`src/ifeb_pkg.sv`:
```
// ----------------------------------------------------------------------------
// ifeb_pkg: constants and types for the interrupt flag and enable bank
// ----------------------------------------------------------------------------
// assumes a 16-bit register port with byte addresses as printed
package ifeb_pkg;

    // geometry
    localparam int IFEB_NSRC = 16;
    localparam int IFEB_NLVL_W = 3;
    localparam int IFEB_IDX_W = 4;
    localparam int IFEB_DATA_W = 16;
    localparam int IFEB_ADDR_W = 16;

    // register offsets
    localparam logic [15:0] IFEB_OFS_FLAGS = 16'h4300;
    localparam logic [15:0] IFEB_OFS_ENABLES = 16'h4302;
    localparam logic [15:0] IFEB_OFS_CONTROL = 16'h4304;
    localparam logic [15:0] IFEB_OFS_EVT_STATUS = 16'h4320;
    localparam logic [15:0] IFEB_OFS_EVT_CLEAR = 16'h4322;
    localparam logic [15:0] IFEB_OFS_EVT_ENABLE = 16'h4324;

    // reset values
    localparam logic [15:0] IFEB_RST_FLAGS = 16'h0000;
    localparam logic [15:0] IFEB_RST_ENABLES = 16'h0000;
    localparam logic IFEB_RST_CTRL_EN = 1'h0;
    localparam logic [1:0] IFEB_RST_EVT = 2'h0;

    // field positions
    localparam int IFEB_CTRL_EN_BIT = 0;
    localparam int IFEB_LEVEL_LO = 0;  // level-following flags 7..0
    localparam int IFEB_PULSE_LO = 8;  // pulse-captured flags 15..8
    localparam logic [15:0] IFEB_PULSE_MASK = 16'hff00;
    localparam int IFEB_EVT_REQ_BIT = 0;  // a request was raised
    localparam int IFEB_EVT_LOST_BIT = 1;  // pulse seen while flag already set
    localparam int IFEB_EVT_W = 2;

    // source positions in the flag and enable registers
    localparam int IFEB_SRC_PORT0 = 0;
    localparam int IFEB_SRC_PORT1 = 1;
    localparam int IFEB_SRC_STOPWATCH = 2;
    localparam int IFEB_SRC_CLOCK_TMR = 3;
    localparam int IFEB_SRC_LF_TMR = 4;
    localparam int IFEB_SRC_SUPPLY_DET = 5;
    localparam int IFEB_SRC_DISPLAY = 6;
    localparam int IFEB_SRC_PWM_CAP = 7;
    localparam int IFEB_SRC_TMR8 = 8;
    localparam int IFEB_SRC_TMR16_0 = 9;
    localparam int IFEB_SRC_TMR16_1 = 10;
    localparam int IFEB_SRC_TMR16_2 = 11;
    localparam int IFEB_SRC_UART = 12;
    localparam int IFEB_SRC_REMOTE = 13;
    localparam int IFEB_SRC_SPI = 14;
    localparam int IFEB_SRC_I2C = 15;

    // request carried to the core
    typedef struct packed {
        logic valid;
        logic [IFEB_NLVL_W-1:0] level;
        logic [IFEB_IDX_W-1:0] index;
    } ifeb_req_type;

    localparam ifeb_req_type IFEB_REQ_IDLE = '{1'b0, 3'h0, 4'h0};

    // write-one decode: bits to act on when a register is written
    function automatic logic [15:0] ifeb_w1_mask(input logic hit,
                                                 input logic [15:0] data,
                                                 input logic [15:0] keep);
        ifeb_w1_mask = hit ? (data & keep) : 16'h0000;
    endfunction

endpackage

```
`src/ifeb_top.sv`:
```
// ----------------------------------------------------------------------------
// ifeb_top: interrupt flag and enable bank with request to the core
// ----------------------------------------------------------------------------
// assumes causes and register port run on clk; levels come from outside
//
// Operation
// - an internal peripheral cause sets its flag among bits 15 to 8.
// - writing one clears a pulse flag; writing zero does nothing.
// - request only an enabled pending cause without a stronger rival.
// - flags set on every cause regardless of enable or level.
// - core acceptance never clears a flag; it requests again.
// - bits 7 to 0 show external status; writes are ignored.
// - pulse flags: 8-bit timer bit 8 up to I2C at bit 15.
// - level flags: port group 0 at bit 0 up to PWM at bit 7.
// - enable register at 0x4302, one enable per flag position.
// - after reset all flags and enables read zero.
// - pulse mode samples each edge, sets, then waits until cleared.
// - level mode samples every edge, flag follows the source.
// - no request unless controller enable bit 0 is one.
// - among pending causes the highest level, 0 to 7, goes forward.
//
// The address-and-strobe port was chosen for this implementation.
`timescale 1ns/10ps
`default_nettype none
module ifeb_top
    import ifeb_pkg::*;
#(
    parameter int NSRC = IFEB_NSRC
) (
    input wire logic clk,
    input wire logic sys_rst,
    // register port
    input wire logic [IFEB_ADDR_W-1:0] reg_addr,
    input wire logic [IFEB_DATA_W-1:0] reg_wdata,
    input wire logic reg_wr,
    input wire logic reg_rd,
    output var logic [IFEB_DATA_W-1:0] reg_rdata,
    // causes from the peripherals, bit order as the flags
    input wire logic [NSRC-1:0] cause_in,
    // configured level of each source, three bits each
    input wire logic [NSRC*IFEB_NLVL_W-1:0] src_levels,
    // request to the core
    output var ifeb_req_type core_req,
    // bank interrupt
    output var logic bank_irq
);

    // ------------------------------------------------------------------------
    // register decode
    // ------------------------------------------------------------------------
    logic hit_flags, hit_en, hit_ctrl, hit_evt_clr, hit_evt_en;
    logic [NSRC-1:0] flag_clr;
    logic [NSRC-1:0] flags;
    logic [NSRC-1:0] lost_vec;

    // address decode for writes
    always_comb begin
        hit_flags = 1'b0;
        hit_en = 1'b0;
        hit_ctrl = 1'b0;
        hit_evt_clr = 1'b0;
        hit_evt_en = 1'b0;
        if (reg_addr == IFEB_OFS_FLAGS) begin
            hit_flags = reg_wr;
        end else if (reg_addr == IFEB_OFS_ENABLES) begin
            hit_en = reg_wr;
        end else if (reg_addr == IFEB_OFS_CONTROL) begin
            hit_ctrl = reg_wr;
        end else if (reg_addr == IFEB_OFS_EVT_CLEAR) begin
            hit_evt_clr = reg_wr;
        end else if (reg_addr == IFEB_OFS_EVT_ENABLE) begin
            hit_evt_en = reg_wr;
        end
    end

    assign flag_clr = ifeb_w1_mask(hit_flags, reg_wdata, IFEB_PULSE_MASK);

    // ------------------------------------------------------------------------
    // flag cells
    // ------------------------------------------------------------------------
    // internal causes at top byte
    generate
        for (genvar g = 0; g < NSRC; g++) begin : g_flag
            ifeb_flag_cell #(
                .PULSE(g >= IFEB_PULSE_LO)
            ) u_cell (
                .clk(clk),
                .sys_rst(sys_rst),
                .cause(cause_in[g]),
                .clear(flag_clr[g]),
                .flag_q(flags[g]),
                .lost(lost_vec[g])
            );
        end
    endgenerate

    // ------------------------------------------------------------------------
    // enables, control and event registers
    // ------------------------------------------------------------------------
    logic [NSRC-1:0] en_q, en_d;
    logic ctrl_en_q, ctrl_en_d;
    logic [IFEB_EVT_W-1:0] evt_q, evt_d, evt_en_q, evt_en_d;
    logic [IFEB_EVT_W-1:0] evt_set, evt_clr;
    ifeb_req_type req_d;

    // next values of the software registers
    always_comb begin
        en_d = hit_en ? reg_wdata : en_q;
        ctrl_en_d = hit_ctrl ? reg_wdata[IFEB_CTRL_EN_BIT] : ctrl_en_q;
        evt_en_d = hit_evt_en ? reg_wdata[IFEB_EVT_W-1:0] : evt_en_q;
        evt_clr = hit_evt_clr ? reg_wdata[IFEB_EVT_W-1:0] : '0;
        evt_set = '0;
        evt_set[IFEB_EVT_REQ_BIT] = req_d.valid & ~core_req.valid;
        evt_set[IFEB_EVT_LOST_BIT] = |lost_vec;
        // a new event wins over a clear in the same cycle
        evt_d = (evt_q & ~evt_clr) | evt_set;
    end

    always_ff @(posedge clk or posedge sys_rst) begin
        if (sys_rst) begin
            en_q <= IFEB_RST_ENABLES;
            ctrl_en_q <= IFEB_RST_CTRL_EN;
            evt_q <= IFEB_RST_EVT;
            evt_en_q <= IFEB_RST_EVT;
        end else begin
            en_q <= en_d;
            ctrl_en_q <= ctrl_en_d;
            evt_q <= evt_d;
            evt_en_q <= evt_en_d;
        end
    end

    // ------------------------------------------------------------------------
    // arbitration and request to the core
    // ------------------------------------------------------------------------
    logic arb_hit;
    logic [IFEB_IDX_W-1:0] arb_idx;
    logic [IFEB_NLVL_W-1:0] arb_lvl;
    logic irq_d;

    ifeb_prio_arb #(
        .NSRC(NSRC)
    ) u_arb (
        .pend(flags & en_q),
        .levels(src_levels),
        .hit(arb_hit),
        .win_idx(arb_idx),
        .win_lvl(arb_lvl)
    );

    // request word; flags stay set after acceptance, so it simply persists
    always_comb begin
        req_d = IFEB_REQ_IDLE;
        if (ctrl_en_q && arb_hit) begin
            req_d.valid = 1'b1;
            req_d.level = arb_lvl;
            req_d.index = arb_idx;
        end
        irq_d = |(evt_d & evt_en_d);
    end

    // registered request word and bank interrupt
    always_ff @(posedge clk or posedge sys_rst) begin
        if (sys_rst) begin
            core_req <= IFEB_REQ_IDLE;
            bank_irq <= 1'b0;
        end else begin
            core_req <= req_d;
            bank_irq <= irq_d;
        end
    end

    // ------------------------------------------------------------------------
    // read data, valid in the cycle after the read strobe only
    // ------------------------------------------------------------------------
    logic [IFEB_DATA_W-1:0] rdata_d;

    // read mux, zero when no read strobe stands
    always_comb begin
        rdata_d = '0;
        if (!reg_rd) begin
            rdata_d = '0;
        end else if (reg_addr == IFEB_OFS_FLAGS) begin
            rdata_d = flags;
        end else if (reg_addr == IFEB_OFS_ENABLES) begin
            rdata_d = en_q;
        end else if (reg_addr == IFEB_OFS_CONTROL) begin
            rdata_d[IFEB_CTRL_EN_BIT] = ctrl_en_q;
        end else if (reg_addr == IFEB_OFS_EVT_STATUS) begin
            rdata_d[IFEB_EVT_W-1:0] = evt_q;
        end else if (reg_addr == IFEB_OFS_EVT_ENABLE) begin
            rdata_d[IFEB_EVT_W-1:0] = evt_en_q;
        end
    end

    // read data register, one cycle per strobe
    always_ff @(posedge clk or posedge sys_rst) begin
        if (sys_rst) begin
            reg_rdata <= '0;
        end else begin
            reg_rdata <= rdata_d;
        end
    end

    // ------------------------------------------------------------------------
    // assertions
    // ------------------------------------------------------------------------
    // helper: a pending enabled source whose level beats the forwarded one
    logic rival_above;

    always_comb begin
        rival_above = 1'b0;
        for (int i = 0; i < NSRC; i++) begin
            if (flags[i] && en_q[i] &&
                src_levels[i*IFEB_NLVL_W +: IFEB_NLVL_W] > req_d.level) begin
                rival_above = 1'b1;
            end
        end
    end

    pulse_flag_set_a: assert property (
        @(posedge clk) disable iff (sys_rst)
        cause_in[IFEB_PULSE_LO] |=> flags[IFEB_PULSE_LO])
        else $error("pulse cause did not set its flag");

    w1c_clear_a: assert property (
        @(posedge clk) disable iff (sys_rst)
        flag_clr[IFEB_SRC_I2C] && !cause_in[IFEB_SRC_I2C]
        |=> !flags[IFEB_SRC_I2C])
        else $error("write one did not clear pulse flag");

    w0_keep_a: assert property (
        @(posedge clk) disable iff (sys_rst)
        flags[IFEB_SRC_UART] && !flag_clr[IFEB_SRC_UART]
        |=> flags[IFEB_SRC_UART])
        else $error("pulse flag dropped without a clear");

    level_follow_a: assert property (
        @(posedge clk) disable iff (sys_rst)
        ##1 flags[IFEB_SRC_PORT0] == $past(cause_in[IFEB_SRC_PORT0]))
        else $error("level flag does not follow its cause");

    // level flags ignore writes of one
    level_nowrite_a: assert property (
        @(posedge clk) disable iff (sys_rst)
        hit_flags && reg_wdata[IFEB_SRC_PORT0] && cause_in[IFEB_SRC_PORT0]
        |=> flags[IFEB_SRC_PORT0])
        else $error("write changed a level flag");

    ctrl_gate_a: assert property (
        @(posedge clk) disable iff (sys_rst)
        !ctrl_en_q |=> !core_req.valid)
        else $error("request raised while controller disabled");

    req_enabled_a: assert property (
        @(posedge clk) disable iff (sys_rst)
        core_req.valid
        |-> |($past(flags & en_q) & (NSRC'(1) << core_req.index)))
        else $error("request for a disabled or idle cause");

    req_hold_a: assert property (
        @(posedge clk) disable iff (sys_rst)
        core_req.valid && $stable(flags) && $stable(en_q)
        && $stable(ctrl_en_q) && $stable(src_levels) |=> core_req.valid)
        else $error("request dropped with the cause still pending");

    // no pending rival above the winner
    level_max_a: assert property (
        @(posedge clk) disable iff (sys_rst)
        req_d.valid |-> !rival_above)
        else $error("request level below a pending rival");

    reset_zero_a: assert property (
        @(posedge clk)
        $fell(sys_rst) |-> flags == '0 && en_q == '0 && !core_req.valid)
        else $error("flags or enables not zero after reset");

    // dropped pulse leaves a sticky event
    lost_sticky_a: assert property (
        @(posedge clk) disable iff (sys_rst)
        (|lost_vec) |=> evt_q[IFEB_EVT_LOST_BIT])
        else $error("dropped pulse not recorded");

    enable_write_a: assert property (
        @(posedge clk) disable iff (sys_rst)
        hit_en |=> en_q == $past(reg_wdata))
        else $error("enable register did not take the write");

    enable_read_a: assert property (
        @(posedge clk) disable iff (sys_rst)
        reg_rd && reg_addr == IFEB_OFS_ENABLES |=> reg_rdata == $past(en_q))
        else $error("enable read returned a wrong word");

    // main scenarios
    cov_req: cover property (@(posedge clk) disable iff (sys_rst)
        !core_req.valid ##1 core_req.valid);
    cov_w1c: cover property (@(posedge clk) disable iff (sys_rst)
        flags[IFEB_SRC_SPI] ##1 flag_clr[IFEB_SRC_SPI]
        ##1 !flags[IFEB_SRC_SPI]);
    cov_two: cover property (@(posedge clk) disable iff (sys_rst)
        $countones(flags & en_q) > 1 && core_req.valid);
    cov_irq: cover property (@(posedge clk) disable iff (sys_rst) bank_irq);

endmodule
`default_nettype wire

```
`src/ifeb_flag_cell.sv`:
```
// ----------------------------------------------------------------------------
// ifeb_flag_cell: one interrupt flag, pulse-captured or level-following
// ----------------------------------------------------------------------------
// assumes the cause comes from logic on the same system clock
`timescale 1ns/10ps
`default_nettype none
module ifeb_flag_cell
    import ifeb_pkg::*;
#(
    parameter bit PULSE = 1'b1
) (
    input wire logic clk,
    input wire logic sys_rst,
    input wire logic cause,
    input wire logic clear,
    output var logic flag_q,
    output var logic lost
);

    logic flag_d;

    // next flag value; a cause in the clear cycle wins over the clear
    always_comb begin
        flag_d = flag_q;
        lost = 1'b0;
        if (PULSE) begin
            if (!flag_q) begin
                flag_d = cause;
            end else if (clear) begin
                flag_d = cause;
            end else begin
                lost = cause;
            end
        end else begin
            flag_d = cause;
        end
    end

    always_ff @(posedge clk or posedge sys_rst) begin
        if (sys_rst) begin
            flag_q <= IFEB_RST_FLAGS[0];
        end else begin
            flag_q <= flag_d;
        end
    end

endmodule
`default_nettype wire

```
`src/ifeb_prio_arb.sv`:
```
// ----------------------------------------------------------------------------
// ifeb_prio_arb: picks the pending cause of highest configured level
// ----------------------------------------------------------------------------
// assumes levels come from the level setup registers outside this bank
`timescale 1ns/10ps
`default_nettype none
module ifeb_prio_arb
    import ifeb_pkg::*;
#(
    parameter int NSRC = IFEB_NSRC
) (
    input wire logic [NSRC-1:0] pend,
    input wire logic [NSRC*IFEB_NLVL_W-1:0] levels,
    output var logic hit,
    output var logic [IFEB_IDX_W-1:0] win_idx,
    output var logic [IFEB_NLVL_W-1:0] win_lvl
);

    logic [IFEB_NLVL_W-1:0] lvl;

    // scan from the top index down so the lowest index wins a tie
    always_comb begin
        hit = 1'b0;
        win_idx = '0;
        win_lvl = '0;
        lvl = '0;
        for (int i = NSRC - 1; i >= 0; i--) begin
            lvl = levels[i*IFEB_NLVL_W +: IFEB_NLVL_W];
            if (pend[i] && (!hit || lvl >= win_lvl)) begin
                hit = 1'b1;
                win_idx = IFEB_IDX_W'(i);
                win_lvl = lvl;
            end
        end
    end

endmodule
`default_nettype wire

```
`config.mk`:
```
export PLATFORM = sky130hd
export DESIGN_NAME = ifeb_top
export DESIGN_NICKNAME = d
export VERILOG_FILES = /design/src/ifeb_pkg.sv /design/src/ifeb_top.sv /design/src/ifeb_flag_cell.sv /design/src/ifeb_prio_arb.sv
export SDC_FILE = /design/constraint.sdc
export NUM_CORES = 1
export LEC_CHECK = 0
export BUFFER_PORTS_ARGS = -buffer_cell sky130_fd_sc_hd__buf_2
export CORE_MARGIN = 2
export CORE_UTILIZATION = 45
export DETAILED_ROUTE_END_ITERATION = 16
export GPL_ROUTABILITY_DRIVEN = 1
export GPL_TIMING_DRIVEN = 1
export PLACE_DENSITY = 0.77
export SLEW_MARGIN = 20
export SYNTH_ARGS = -nofsm -noshare
export SYNTH_HDL_FRONTEND = slang
export SYNTH_HIERARCHICAL = 1
export SYNTH_SLANG_ARGS = --single-unit
```
`constraint.sdc`:
```
create_clock -name clk -period 21.1 [get_ports clk]
set_input_delay 4.22 -clock clk [delete_from_list [all_inputs] [get_ports clk]]
set_output_delay 4.22 -clock clk [all_outputs]
set_load 0.01 [all_outputs]
```
# Word level (Yosys, flattened, before mapping)
# Index checks and enable logic that the tools add are counted.
[word_totals]
reg_bits = 62
inputBits = 100
output_inout_bits = 25
word_cells = 208
[op_classes]
n_lt_le_gt_ge = 15
n_eq_ne = 6
n_mux = 107
bitwise = 7
n_reduce_logical = 48
[ops]
columns = ["operator", "n"]
rows = [
  ["16-bit by 15-bit equality test with 1-bit output, second input constant", 6],
  ["1-bit two-way mux", 65],
  ["4-bit two-way mux", 16],
  ["16-bit two-way mux", 3],
  ["3-bit two-way mux", 16],
  ["3-bit greater-or-equal comparator", 15],
  ["16-bit AND", 1],
  ["1-bit logical AND", 16],
  ["1-bit zero test", 15],
  ["1-bit logical OR", 15],
  ["14-bit two-way mux", 1],
  ["2-bit two-way mux", 5],
  ["8-bit two-way mux", 1],
  ["8-bit OR reduction", 1],
  ["2-bit AND", 2],
  ["2-bit inverter", 1],
  ["2-bit OR", 1],
  ["2-bit OR reduction", 1],
  ["1-bit AND", 1],
  ["1-bit inverter", 1],
]

# Longest topological paths before layout
[logic_depth]
depth_word = 68
ltp_mapped = 108
ltp_nobuf = 107

# Cells and area by module
# Netlist, hierarchy kept.
[by_module_without_submodules]
columns = ["module", "n_inst", "cells_per_inst", "area_per_inst_um2", "seq_area_each_um2"]
rows = [
  ["ifeb_prio_arb", 1, 344, 2378.5, 0.0],
  ["ifeb_top", 1, 180, 2165.8, 1151.1],
  ["ifeb_flag_cell (g_flag[10].u_cell ...)", 8, 5, 46.3, 25.0],
  ["ifeb_flag_cell (g_flag[0].u_cell ...)", 8, 4, 40.0, 25.0],
]

# Worst setup path after synthesis
# Ideal clock, no wire load.
[synth_path]
path_kind = "input to register"
start = "input src_levels[45]"
end = "register core_req[2] in the netlist's numbering"
setup_ns = 0.067
t_arrival_ns = 23.415
required_time_ns = 21.033
slack_ns = -2.382
stages = 100
path_buffers = 0
path_cell_list = "and2_1 > ha_1 > nor2b_1 > o2111ai_1 > a21boi_0 > a21o_1 > ha_1 > nand2b_1 > a2111oi_1 > nor3_1 > a21o_1 > ha_1 > a21oi_1 > o31ai_1 > o21a_1 > a311o_1 > and2_1 > ha_1 > (+64 left out) > nor2_1 > a22oi_1 > inv_1 > ha_1 > nand2b_1 > a21oi_1 > nor2b_1 > o31ai_1 > nor2_1 > a21oi_1 > ha_1 > nand2b_1 > a21oi_1 > nor2b_1 > o31ai_1 > nand2_1 > a311oi_1 > and3_1"
[synth_lines]
columns = ["element", "line", "source"]
rows = [
  ["start: declaration", "ifeb_top.sv:41", "input wire logic [NSRC*IFEB_NLVL_W-1:0] src_levels,"],
  ["end signal: assignment", "ifeb_top.sv:168", "core_req <= req_d;"],
  ["end: declaration", "ifeb_top.sv:43", "output var ifeb_req_type core_req,"],
]

==> run metrics <==
Worst Tran Pin Value=1.06 ns; GRT Total Usage=28.2%; Crit Reg-Reg Startpoint=g_flag[15].u_cell/flag_q$_DFF_PP0_; Post-Syn Area=5230 µm²; CP bufs+invs=15; overall die area=12500 µm²; cell mode on critical path=ha_4; FF+latch area=1550 µm²; worst path arrival time=22.45 ns; I/O pin total=125; reg2reg end=core_req[6]$_DFF_PP0_; Hold Fails Final Rpt=0; final setup fails=7; CTS root buf=clkbuf_16; Detailed Routing Iterations Pass 1=5; Die Ht=112 µm; R2R Setup Slk=1.94 ns; DR DRC count=0; Max clock buf depth=2; Post-DRT Antenna Nets=0; Max stage delay on crit path=0.43 ns; first-pass GRT wire length=28700 µm; Gate Count Post-Synth=595; Crit. End Element=flop; Peak VDD IR=0.0495 mV; Pwr Total=0.000303 W; Worst-path clk slew=0.05 ns; clock sink count=62; average cell area after synthesis=8.79 µm²; Worst Hold End=g_flag[10].u_cell/flag_q$_DFF_PP0_; hold path cells=1; routed vias=5922; Post-layout nets=995; Yosys warning total=6; Worst slew margin=29.0%; pwr/cell area=37.1 nW/µm²; vias in the first global route=6115; clk_skew=0.00779 ns; slowest stage cell, crit path=a2111o_1; Routed wire per std cell=18.6 µm; smallest setup slack after layout=-1.09 ns; Register-to-Register Path Depth=104; share of layout cells above drive strength 1=53.4%; P_leak=3.91 nW; # hold bufs at CTS=0; most common cell after layout, fill and taps aside=buf_4; Slew Limit Fails=0; Core Area=11400 µm²; IO Port Bufs=124; worst skew pair latency=0.33 ns; most frequent cells in the layout=buf_4 (142), buf_2 (123), dfrtp_1 (62), inv_1 (55), nand2_1 (32); Final Routed Wirelength=18700 µm; Overflow after GRT=0; Die W=112 µm; HP Class=reg -> reg; Max Freq=45.1 MHz; family with the most delay on the worst path=compound AO/OA/AOI/OAI gates; hold_sp=g_flag[10].u_cell/flag_q$_DFF_PP0_; Vias per Instance=5.90; Worst EP required=21.36 ns; Worst Path Max Fanout=5; H-tree depth=3; final hold slack=0.528 ns; DR iter-0 viols=430; initial antenna violation count=0; Period minus WS final=22.19 ns; CTS tree=yes; multi-input logic area=4130 µm²; CTS Buf Count=9; status=finished, violations left; max cap viols=0; Core Rows=39; final core utilization=71.8%; part of the cycle the worst path needs=105%; global placement routability congestion=0.916; Area growth syn-to-layout=56.0%; Synthesized Nets=733; RSZ-0062 raised after global routing=yes; Critical Path Start Type=input port; failing checks=setup timing; ANT cells=0; Setup WS pre-CTS=-1.74 ns; Critical Setup Path Class=in -> reg; Initial Utilization=46.0%; DP Wirelength=12800 µm; fillers=776; largest net degree at the start of global routing=47
==> through the flow <==
stage,cells,cell area (µm²),TNS [ns]
after global routing,1004,8160,-11.34
after floorplan,595,5550,-5.80
final,1004,8160,-6.98
after global placement,933,6910,-6.80
after CTS,987,7760,-5.60
after detailed placement,933,6910,-11.24
==> cell type report <==
cell class,count,share of cell area (%)
Clock buffer,11,2.97
Clock inverter,4,0.583
Inverter,61,2.82
Multi-Input combinational cell,449,50.6
Sequential cell,62,19.0
Tap cell,143,2.19
Timing Repair Buffer,274,21.8
==> worst register-to-register path, delay by kind of cell, from the launching register on <==
kind,cells,cell delay (ns)
simple gates,24,3.49
flops,1,0.37
fa+ha+maj,17,4.27
buf+inv,14,1.58
compound gates,46,8.57
mux,3,0.85
==> per-layer routing <==
layer | up-vias | GRT usage (%) | share of wire, %
met4 | 0 | 13.2 | 3.3
met3 | 58 | 4.35 | 6.1
met1 | 2907 | 34.4 | 41
met2 | 281 | 49.0 | 50
met5 | - | 0 | 0
li1 | 2676 | - | -
==> flip-flops by register name (all words and copies together), names as in the netlist <==
signal / flops
evt_q: 2
bank_irq: 1
core_req: 8
g_flag.u_cell/flag_q: 16
ctrl_en_q: 1
evt_en_q: 2
en_q: 16
reg_rdata: 16
==> worst max path at each step <==
stage / endpoint / depth (start not counted) / slack, ns / startpoint
2_1_floorplan: core_req[2]$_DFF_PP0_ / 100 / -0.93 / src_levels[45]
3_3_place_gp: core_req[4]$_DFF_PP0_ / 103 / -1.07 / src_levels[45]
3_5_place_dp: core_req[4]$_DFF_PP0_ / 104 / -1.74 / src_levels[45]
4_1_cts: core_req[3]$_DFF_PP0_ / 102 / -0.85 / src_levels[45]
5_1_grt: core_req[4]$_DFF_PP0_ / 104 / -1.71 / src_levels[45]
6_report: core_req[6]$_DFF_PP0_ / 104 / -1.09 / src_levels[45]
==> report_power, final <==
part | switching [W] | internal (W)
combinational | 0.0000211 | 0.0000179
sequential | 0.000000431 | 0.000120
clock | 0.0000503 | 0.0000934
==> repair_timing <==
action | 4_1_cts | 5_1_grt
setup buffers | 39 | 19
gates resized for setup | 53 | 54
endpoints found under the setup margin | 7 | 7
hold endpoints to repair | 0 | 0
pin swaps | 68 | 55
Note: power is estimated with default switching activity, not from simulation.
